===== config.mk =====
export PLATFORM = sky130hd
export DESIGN_NAME = power_event_flags
export DESIGN_NICKNAME = d
export VERILOG_FILES = /design/src/rtl/power_flags_pkg.sv /design/src/rtl/power_event_flags.sv
export SDC_FILE = /design/constraint.sdc
export NUM_CORES = 1
export LEC_CHECK = 0
export ABC_AREA = 1
export BUFFER_PORTS_ARGS = -buffer_cell sky130_fd_sc_hd__buf_4
export CORE_MARGIN = 1
export CORE_UTILIZATION = 46
export DETAILED_ROUTE_END_ITERATION = 12
export MAX_ROUTING_LAYER = met4
export PLACE_DENSITY = 0.92
export SLEW_MARGIN = 20
export SYNTH_ARGS = -nofsm -noshare
export SYNTH_HDL_FRONTEND = slang
export SYNTH_SLANG_ARGS = --single-unit
export TNS_END_PERCENT = 20

===== constraint.sdc =====
create_clock -name pclk -period 2.2 [get_ports pclk]
set_clock_uncertainty 0.2 [all_clocks]
set_input_delay 0.22 -clock pclk [delete_from_list [all_inputs] [get_ports pclk]]
set_output_delay 0.22 -clock pclk [all_outputs]
set_load 0.01 [all_outputs]

===== src/rtl/power_flags_pkg.sv =====
// Package for the power event flag register bank
package power_flags_pkg;

    // Register byte offsets
    localparam logic [11:0] FLAGS_OFFSET = 12'h000;
    localparam logic [11:0] MASK_OFFSET = 12'h004;
    localparam logic [11:0] CTRL_OFFSET = 12'h008;

    // Flag bit positions
    localparam int DEEP_SLEEP_EXIT_BIT = 15;
    localparam int CORE_TRIP_BIT = 13;
    localparam int IO_TRIP_BIT = 12;
    localparam int SOFT_POR_BIT = 10;
    localparam int RESET_PIN_BIT = 9;
    localparam int SOFT_BOR_BIT = 8;
    localparam int IO_LEVEL_BIT = 6;
    localparam int IO_MONITOR_BIT = 5;
    localparam int IO_DELAY_BIT = 4;
    localparam int CORE_LEVEL_BIT = 2;
    localparam int CORE_MONITOR_BIT = 1;
    localparam int CORE_DELAY_BIT = 0;

    // Control register bit positions
    localparam int IO_RESET_EN_BIT = 1;
    localparam int CORE_RESET_EN_BIT = 0;

    // Implemented flag bits; 14, 11, 7 and 3 are absent
    localparam logic [15:0] FLAGS_WRITABLE = 16'hB777;
    // Flags cleared by a reset vector word read
    localparam logic [15:0] RESET_VEC_CLEAR = 16'hB700;
    // Flags cleared by an interrupt vector word read
    localparam logic [15:0] INT_VEC_CLEAR = 16'h0011;
    // Flags whose vector source follows a reset enable
    localparam logic [15:0] LEVEL_FLAGS = 16'h0044;
    // Supervisor trip flags loaded at power-up
    localparam logic [15:0] TRIP_FLAGS = 16'h3000;
    // Reset values
    localparam logic [15:0] FLAGS_RESET = 16'h0000;
    localparam logic [15:0] MASK_RESET = 16'h0000;
    localparam logic [1:0] CTRL_RESET = 2'h3;

    // Hardware event inputs, one pulse per event
    typedef struct packed {
        logic deep_sleep_exit;
        logic core_trip;
        logic io_trip;
        logic soft_por;
        logic reset_pin;
        logic soft_bor;
        logic io_level;
        logic io_monitor;
        logic io_delay;
        logic core_level;
        logic core_monitor;
        logic core_delay;
    } power_events_t;

    // Map events onto flag layout
    function automatic logic [15:0] event_vector(input power_events_t ev);
        logic [15:0] v;
        v = 16'h0000;
        v[DEEP_SLEEP_EXIT_BIT] = ev.deep_sleep_exit;
        v[CORE_TRIP_BIT] = ev.core_trip;
        v[IO_TRIP_BIT] = ev.io_trip;
        v[SOFT_POR_BIT] = ev.soft_por;
        v[RESET_PIN_BIT] = ev.reset_pin;
        v[SOFT_BOR_BIT] = ev.soft_bor;
        v[IO_LEVEL_BIT] = ev.io_level;
        v[IO_MONITOR_BIT] = ev.io_monitor;
        v[IO_DELAY_BIT] = ev.io_delay;
        v[CORE_LEVEL_BIT] = ev.core_level;
        v[CORE_MONITOR_BIT] = ev.core_monitor;
        v[CORE_DELAY_BIT] = ev.core_delay;
        return v;
    endfunction : event_vector

endpackage : power_flags_pkg


===== src/rtl/power_event_flags.sv =====
// Power event flag register bank with APB slave and interrupt
`timescale 1ns/1ns
// Behaviour
// - Deep-sleep exit sets bit 15; sw/reset-vector clear
// - Io supply power failure clears bit 15
// - Bit 13 cleared by sw or reset-vector read
// - Bit 12 cleared by sw or reset-vector read
// - Soft power-on reset sets bit 10
// - Reset pin sets bit 9
// - Soft brownout request sets bit 8
// - Bit 6 vector clear follows io reset enable
// - Bit 5 cleared only by software write or power-up load
// - Io delay expiry sets bit 4; int-vector clears
// - Bit 2 vector clear follows core reset enable
// - Bit 1 cleared only by software write or power-up load
// - Core delay expiry sets bit 0; int-vector clears
// - Bits 14, 11, 7, 3 read zero
// - One bit per flag, 1 means pending
// - Bits 13,12,6,2 start from power-up values
// - Io reset enable turns io drop into reset
// - Core reset enable turns core drop into reset
module power_event_flags
    import power_flags_pkg::*;
(
    // Clock and reset
    input wire logic pclk,
    input wire logic presetn,
    // APB slave
    input wire logic psel,
    input wire logic penable,
    input wire logic pwrite,
    input wire logic [11:0] paddr,
    input wire logic [31:0] pwdata,
    input wire logic [3:0] pstrb,
    output logic [31:0] prdata,
    output logic pready,
    output logic pslverr,
    // Supervisor events and vector reads
    input wire power_events_t events,
    input wire logic io_supply_fail,
    input wire logic reset_vector_read,
    input wire logic int_vector_read,
    input wire logic power_up_init,
    input wire logic [15:0] power_up_flags,
    input wire logic core_supply_low,
    input wire logic io_supply_low,
    // Results
    output logic power_on_reset_req,
    output logic irq
);

    logic [15:0] flags_reg;
    logic [15:0] flags_next;
    logic [15:0] flags_load;
    logic [15:0] mask_reg;
    logic [1:0] ctrl_reg;
    logic [31:0] prdata_reg;
    logic pready_reg;
    logic pslverr_reg;
    logic irq_reg;
    logic por_reg;
    logic [15:0] set_vec;
    logic [15:0] vec_clear;
    logic [15:0] byte_mask;
    logic access;
    logic wr_en;

    // Register address decode
    function automatic logic [1:0] decode(input logic [11:0] addr);
        case (addr)
            FLAGS_OFFSET: decode = 2'h1;
            MASK_OFFSET: decode = 2'h2;
            CTRL_OFFSET: decode = 2'h3;
            default: decode = 2'h0;
        endcase
    endfunction : decode

    assign access = psel && penable && !pready_reg;
    assign wr_en = access && pwrite && (decode(paddr) != 2'h0);
    assign byte_mask = {{8{pstrb[1]}}, {8{pstrb[0]}}};
    assign set_vec = event_vector(events);

    // Vector read clear sources per flag
    always_comb begin
        vec_clear = 16'h0000;
        if (reset_vector_read) begin
            vec_clear = RESET_VEC_CLEAR;
        end
        if (int_vector_read) begin
            vec_clear = vec_clear | INT_VEC_CLEAR;
        end
        vec_clear[IO_LEVEL_BIT] = ctrl_reg[IO_RESET_EN_BIT] ? reset_vector_read
                                                            : int_vector_read;
        vec_clear[CORE_LEVEL_BIT] = ctrl_reg[CORE_RESET_EN_BIT] ? reset_vector_read
                                                                : int_vector_read;
        vec_clear[IO_MONITOR_BIT] = 1'b0;
        vec_clear[CORE_MONITOR_BIT] = 1'b0;
    end

    // Next flag value: write, then clears, then sets win
    always_comb begin
        flags_next = flags_reg;
        if (wr_en && decode(paddr) == 2'h1) begin
            flags_next = (flags_reg & ~byte_mask)
                       | (pwdata[15:0] & byte_mask);
        end
        flags_next = flags_next & ~vec_clear;
        if (io_supply_fail) begin
            flags_next[DEEP_SLEEP_EXIT_BIT] = 1'b0;
        end
        flags_next = (flags_next | set_vec) & FLAGS_WRITABLE;
    end

    // Power-up load overrides; irq follows the same value so it is not a cycle late
    always_comb begin
        flags_load = flags_next;
        if (power_up_init) begin
            flags_load = power_up_flags & (LEVEL_FLAGS | TRIP_FLAGS);
        end
    end

    // Flag storage
    always_ff @(posedge pclk or negedge presetn) begin
        if (!presetn) begin
            flags_reg <= FLAGS_RESET;
        end else begin
            flags_reg <= flags_load;
        end
    end

    // Mask and control registers
    always_ff @(posedge pclk or negedge presetn) begin
        if (!presetn) begin
            mask_reg <= MASK_RESET;
            ctrl_reg <= CTRL_RESET;
        end else if (wr_en) begin
            if (decode(paddr) == 2'h2) begin
                mask_reg <= ((mask_reg & ~byte_mask) | (pwdata[15:0] & byte_mask))
                          & FLAGS_WRITABLE;
            end
            if (decode(paddr) == 2'h3 && pstrb[0]) begin
                ctrl_reg <= pwdata[1:0];
            end
        end
    end

    // APB answer: one wait state, reads are registered
    always_ff @(posedge pclk or negedge presetn) begin
        if (!presetn) begin
            pready_reg <= 1'b0;
            pslverr_reg <= 1'b0;
            prdata_reg <= 32'h0000_0000;
        end else begin
            pready_reg <= access;
            pslverr_reg <= access && (decode(paddr) == 2'h0);
            prdata_reg <= 32'h0000_0000;
            if (access && !pwrite) begin
                case (decode(paddr))
                    2'h1: prdata_reg <= {16'h0000, flags_reg & FLAGS_WRITABLE};
                    2'h2: prdata_reg <= {16'h0000, mask_reg};
                    2'h3: prdata_reg <= {30'h0, ctrl_reg};
                    default: prdata_reg <= 32'h0000_0000;
                endcase
            end
        end
    end

    // Interrupt and power-on reset request
    always_ff @(posedge pclk or negedge presetn) begin
        if (!presetn) begin
            irq_reg <= 1'b0;
            por_reg <= 1'b0;
        end else begin
            irq_reg <= |(flags_load & mask_reg);
            por_reg <= (io_supply_low && ctrl_reg[IO_RESET_EN_BIT])
                     || (core_supply_low && ctrl_reg[CORE_RESET_EN_BIT]);
        end
    end

    assign prdata = prdata_reg;
    assign pready = pready_reg;
    assign pslverr = pslverr_reg;
    assign irq = irq_reg;
    assign power_on_reset_req = por_reg;

endmodule : power_event_flags


==> results of run 1 <==
==> timing repair <==
| action | CTS | global route |
|---|---|---|
| resized for setup | 0 | 4 |
| buffers inserted | 0 | 3 |
| endpoints found under the setup margin | 0 | 2 |
| hold endpoints to repair | 63 | 0 |
| hold buffers | 25 | 0 |
==> worst min-delay path, delay by kind of cell <==
family	cells	cell delay, ns
AOI/OAI and AO/OA	1	0.13
buffers and inverters	1	0.09
and+or+nand+nor	1	0.04
==> layout by cell type, fill, tap and decap left out, drive strengths merged <==
cell         synthesis  layout
or2                  2       2
nand3               22      22
o21ai                6       6
clkinv               0       2
nor2                26      26
nor4                 1       1
dfstp                2       2
o211ai               2       2
nand4                2       3
a22o                 1       1
buf                 22      74
conb                 1      20
a21boi               2       2
inv                 36      36
a21oi               19      19
dlygate4sd3          0      25
clkbuf               5       6
dfrtp               40      40
nand2              126     126
mux2                11      11
==> per-layer routing <==
metal  global-route usage  vias up  wire [um]
met5                    -        -          0
met4              0.09015        0        155
met3              0.04284       18        517
met2               0.4184      134       3291
met1               0.2907     1107       2469
li1                     -     1172          -
==> path summary, 6_finish.rpt <==
check	slack, ns	end	from	depth (start not counted)
worst min register to register	0.34	ctrl_reg[0]	ctrl_reg[0]	2
worst max-delay path	0.17	irq	pready	14
worst max register to register	0.17	irq	pready	14
max in group asynchronous	1.17	ctrl_reg[0]	presetn	2
min in group asynchronous	0.24	flags_reg[15]	presetn	2
worst min-delay path	0.02	flags_reg[6]	events[5]	3
==> final cells by class <==
type,count,share of cell area
Clock buffer,6,0.02160
Tap cell,70,0.02607
Sequential cell,42,0.3136
Inverter,36,0.04022
Multi-Input combinational cell,241,0.3508
Clock inverter,2,0.004097
Timing Repair Buffer,99,0.2436
==> stage by stage <==
step           worst slack (ns)  std cells  hold slack, ns  power (uW)
5_1_grt                -0.02785        496         0.03962        1641
3_5_place_dp            0.05167        459         0.03682        1042
6_report                 0.1715        496         0.01506        1566
4_1_cts                 0.02922        492        0.009236        1556
3_3_place_gp            0.07856        459         0.02728        1035
2_1_floorplan            0.2983        345         -0.2756       946.7
==> power by group <==
part / internal (uW) / switching, uW
combinational: 129 / 141
sequential: 790 / 11.9
clock: 224 / 269
==> cell families after synthesis <==
family	share of synthesized area
and+or+nand+nor	0.3197
buffers and inverters	0.1304
DFF	0.4307
AOI/OAI and AO/OA	0.06700
muxes	0.05064
other	0.001533
==> summary.md, run 1 <==
## Status
* completed — result of the run

## Place
* 0.002967 mm^2 — instance area after placement
* 68 — number of port buffers
* 4328 um — post-detailed-placement half-perimeter wirelength
* 0.8811 — final weighted congestion in routability-driven placement

## Layout
* 0.001054 mm^2 — area of all sequential standard cells
* 0.6578 — fraction of the core area covered by cells at the end of the flow
* 37.34% — Area growth syn-to-layout
* 0.001179 mm^2 — multi-input logic area
* 411 — layout filler cell count
* 512 — net total in the final layout
* 0.2606 — layout cells sized above 1
* 0 — antenna cell count
* 0.003359 mm^2 — post-route cell area

## Critical path
* 0.38 ns — Critical Path Max Stage Delay
* 2 — WP buf/inv
* 2.23 ns — required time at the endpoint of the critical path
* flip-flop — kind of capture point of the worst setup path
* sky130_fd_sc_hd__nand2_1 — most used cell along the critical path
* flip-flop to flip-flop — category of the critical setup timing path
* inv_1, nand3_2, nor2_4, nand3_4, nor2_4, buf_12, nand2_1, nand2_1, nand2_1, nand2_1, nand3_1, nand2_1, nor2_1, nand3_1 — critical path cell sequence
* sky130_fd_sc_hd__dfrtp_1 — cell with the largest stage delay on the worst path
* 2.06 ns — critical path arrival
* simple AND/OR/NAND/NOR gates — category of cells accounting for the largest share of critical-path delay
* 8 — biggest fanout along the worst timing path
* flip-flop — type of element launching the critical path

## GRT
* 9936 um — global-route wire length before repair
* 43 — maximum number of pins on one net before global-route repair
* 0 — number of antenna violations at the first check in global routing
* 0 — overall overflow remaining after global route
* 2,277 — number of global-route vias before repair
* 0.2455 — global routing usage summed across all routing layers

## CTS
* 0.30 ns — clock latency of the later-clocked register in the worst-skew pair
* 2 — maximum level of the CTS H-tree
* sky130_fd_sc_hd__clkbuf_8 — root buf cell
* 0.09 ns — clk slew on worst S/H paths
* 2 — worst-case clock buffer depth
* 42 — CTS sink cnt
* 5 — Inserted Clock Buffers
* built — TritonCTS clock tree

## Die
* 74.92 um — width of the die
* 123 — I/O pins
* 0.005613 mm^2 — die outline area
* 26 — cell row count
* 74.92 um — die height
* 0.005107 mm^2 — standard cell core area
* 0.4789 — starting density of the core

## STA
* 0.9220 — post-route clock period utilization
* 493.0 MHz — fmax
* 0 — final slew viol count
* 0.6409 — worst slew margin relative to its limit
* 0 — final hold violations
* 0.5387 ns — actual slew at the worst max-slew pin
* 0 ns — setup_tns
* 0 — Finish-stage setup viols
* 2.028 ns — final period demand of the worst path

## Pwr
* 0.2713 mV — largest vdd supply drop
* 466.1 mW/mm^2 — PwrDens
* 0.001840 uW — reported leakage power

## Yosys
* 0.002446 mm^2 — area of the mapped netlist
* sky130_fd_sc_hd__dfrtp_1 — cell type with the largest total area after synthesis
* 0 — number of enable-type register cells in the synthesized netlist
* 42 — register bit total from synthesis
* 7.503 um^2 — average cell area after synthesis
* sky130_fd_sc_hd__nand2_1 (123), sky130_fd_sc_hd__dfrtp_1 (40), sky130_fd_sc_hd__inv_1 (35) — most numerous cell types in the synthesized netlist
* sky130_fd_sc_hd__dfrtp_1 (41%), sky130_fd_sc_hd__nand2_1 (19%), sky130_fd_sc_hd__buf_4 (6.1%), sky130_fd_sc_hd__inv_1 (5.4%), sky130_fd_sc_hd__mux2_2 (5.1%) — main area contributors after synthesis
* 0.4307 — proportion of synthesized chip area in sequential cells
* 27 — count of cell types in the netlist
* 1.000 — asr flop ratio synth
* sky130_fd_sc_hd__dfrtp_1 — leading register cell type out of synthesis
* 326 — count of mapped cells out of synthesis
* 0.4092 — area share of the largest cell type after synthesis
* 0 — Ys Warns
* sky130_fd_sc_hd__nand2_1 — cell with the most instances after synthesis

## Drt
* 6433 um — overall routed net length
* 0 — Post-route DRC
* 4.901 — via-per-instance ratio
* 12.97 um — Wirelength per Cell
* 294 — initial detailed-routing violation count
* 0 — remaining antenna violation count
* 2,431 — total via count in the routed design
* 7 — DRT Pass-1 Iters

## Run
* 0 — Max Cap Violations

## Worst hold path
* input port to flip-flop — worst min path class

Power figures use the tool's default switching activity.
==> run 2, diff against run 1 <==
- CELL_PAD_IN_SITES_DETAIL_PLACEMENT: unset -> 1
- CELL_PAD_IN_SITES_GLOBAL_PLACEMENT: unset -> 1
- CORE_UTILIZATION: 46 -> 31
- PLACE_DENSITY: 0.92 -> 0.9
==> summary.md, run 2 (synthesized netlist as in run 1, its figures left out) <==
## Die
* 0.008250 mm^2 — die outline area
* 90.83 um — width of the die
* 0.007687 mm^2 — standard cell core area
* 32 — cell row count
* 0.3182 — starting density of the core
* 90.83 um — die height
* 123 — I/O pins

## CTS
* built — TritonCTS clock tree
* 42 — CTS sink cnt
* 2 — worst-case clock buffer depth
* 0.29 ns — clock latency of the later-clocked register in the worst-skew pair
* 2 — maximum level of the CTS H-tree
* sky130_fd_sc_hd__clkbuf_8 — root buf cell
* 5 — Inserted Clock Buffers
* 0.08 ns — clk slew on worst S/H paths

## Critical path
* sky130_fd_sc_hd__dfrtp_1 — cell with the largest stage delay on the worst path
* flip-flop — type of element launching the critical path
* inv_1, nand3_1, nor2_4, nand3_4, nor2_4, buf_12, nand3_1, nand3_1, nand2_1, nand3_1, nand2_1, nor2_1, nand3_1 — critical path cell sequence
* 13 — cell count of the worst reg-to-reg path
* 2 — WP buf/inv
* sky130_fd_sc_hd__nand3_1 — most used cell along the critical path
* 8 — biggest fanout along the worst timing path
* 2.18 ns — required time at the endpoint of the critical path
* irq — worst r2r dst
* simple AND/OR/NAND/NOR gates — category of cells accounting for the largest share of critical-path delay
* flip-flop to flip-flop — category of the critical setup timing path
* pready — Reg2Reg Launch Point
* 0.21 ns — slack of the worst reg-to-reg path
* 1.97 ns — critical path arrival
* flip-flop — kind of capture point of the worst setup path
* 0.38 ns — Critical Path Max Stage Delay

## Layout
* 509 — net total in the final layout
* sky130_fd_sc_hd__nand2_1 — most frequent standard cell in the layout excluding fill and tap cells
* 38.67% — Area growth syn-to-layout
* 0.001152 mm^2 — multi-input logic area
* 0.001054 mm^2 — area of all sequential standard cells
* 524 — final std cells w/o fill
* 0 — antenna cell count
* 981 — layout filler cell count
* sky130_fd_sc_hd__nand2_1 (123), sky130_fd_sc_hd__buf_4 (72), sky130_fd_sc_hd__dfrtp_1 (40) — leading cell types in the layout, fill and taps excluded
* 0.2583 — layout cells sized above 1

## Pwr
* 0.001842 uW — reported leakage power
* 0.2330 mV — largest vdd supply drop
* 501.8 mW/mm^2 — PwrDens

## Place
* 493 — number of placed instances, taps included
* 68 — number of port buffers
* 5381 um — post-detailed-placement half-perimeter wirelength
* 0.8254 — final weighted congestion in routability-driven placement

## STA
* 502.8 MHz — fmax
* 0 — final hold violations
* 1.989 ns — final period demand of the worst path
* 0.01278 ns — worst hold margin
* 0.6426 — worst slew margin relative to its limit
* 0.9040 — post-route clock period utilization
* false — setup repair after global routing missed its margin
* 0 — Finish-stage setup viols
* 0.5362 ns — actual slew at the worst max-slew pin
* 0 ns — setup_tns
* 0 — final slew viol count

## Drt
* 2,369 — total via count in the routed design
* 13.85 um — Wirelength per Cell
* 2 — Post-route DRC
* 8 — DRT Pass-1 Iters
* 7259 um — overall routed net length
* 0 — remaining antenna violation count
* 107 — initial detailed-routing violation count
* 4.521 — via-per-instance ratio

## GRT
* 0.1879 — global routing usage summed across all routing layers
* 0 — overall overflow remaining after global route
* 0 — number of antenna violations at the first check in global routing
* 2,615 — number of global-route vias before repair
* 11,820 um — global-route wire length before repair
* 43 — maximum number of pins on one net before global-route repair

## Worst hold path
* input port to flip-flop — worst min path class
* events[2] — startpoint of the worst hold path
* 3 — hold path depth
* flags_reg[2] — destination of the worst hold path

## Status
* design-rule violations — violations in the final reports
* finished, violations left — result of the run

## Run
* 0 — Max Cap Violations

-- run 2: worst min-delay path: stages --
cell	delay, ns
sky130_fd_sc_hd__buf_4	0.08
sky130_fd_sc_hd__nor2_1	0.04
sky130_fd_sc_hd__a21oi_1	0.13
-- run 2: layer usage --
metal  vias up  part of all wire  global-route usage
met1      1139              0.43              0.2080
met2        57              0.53              0.3302
met3        11             0.029             0.03199
met4         0             0.014             0.08466
met5         -                 0                   -
li1       1162                 -                   -
-- run 2: timing repair --
action / 4_1_cts / 5_1_grt
setup buffers: 0 / 1
gates resized for setup: 0 / 2
endpoints found under the setup margin: 0 / 9
hold buffers: 23 / 0
hold endpoints to repair: 61 / 0
-- run 2: per-stage QoR --
step	utilization	total power, uW	setup WS (ns)	area (um^2)
4_1_cts	0.4377	1714	0.06543	3364
6_report	0.4412	1702	0.2111	3392
5_1_grt	0.4412	1767	0.007850	3392
2_1_floorplan	-	946.7	0.2983	2517
3_3_place_gp	0.3931	1042	0.1278	3022
3_5_place_dp	0.3931	1054	0.09170	3022
-- run 2: area by class of cell --
class,instances,share of cell area
Inverter,36,0.03984
Timing Repair Buffer,97,0.2390
Clock buffer,6,0.02435
Multi-Input combinational cell,240,0.3397
Sequential cell,42,0.3106
Clock inverter,1,0.008853
Tap cell,102,0.03762
-- run 2: worst max path at each step --
stage	endpoint	depth (start not counted)	startpoint	slack, ns
after global placement	irq	12	pready	0.13
after CTS	irq	14	pready	0.07
after floorplan	flip-flop	8	pready	0.30
final	irq	13	pready	0.21
after detailed placement	irq	12	pready	0.09
after global routing	irq	15	pready	0.008
-- run 2: power by group --
part	switching [uW]	internal, uW
clock	267	363
combinational	142	126
sequential	13.5	790
total	423	1280
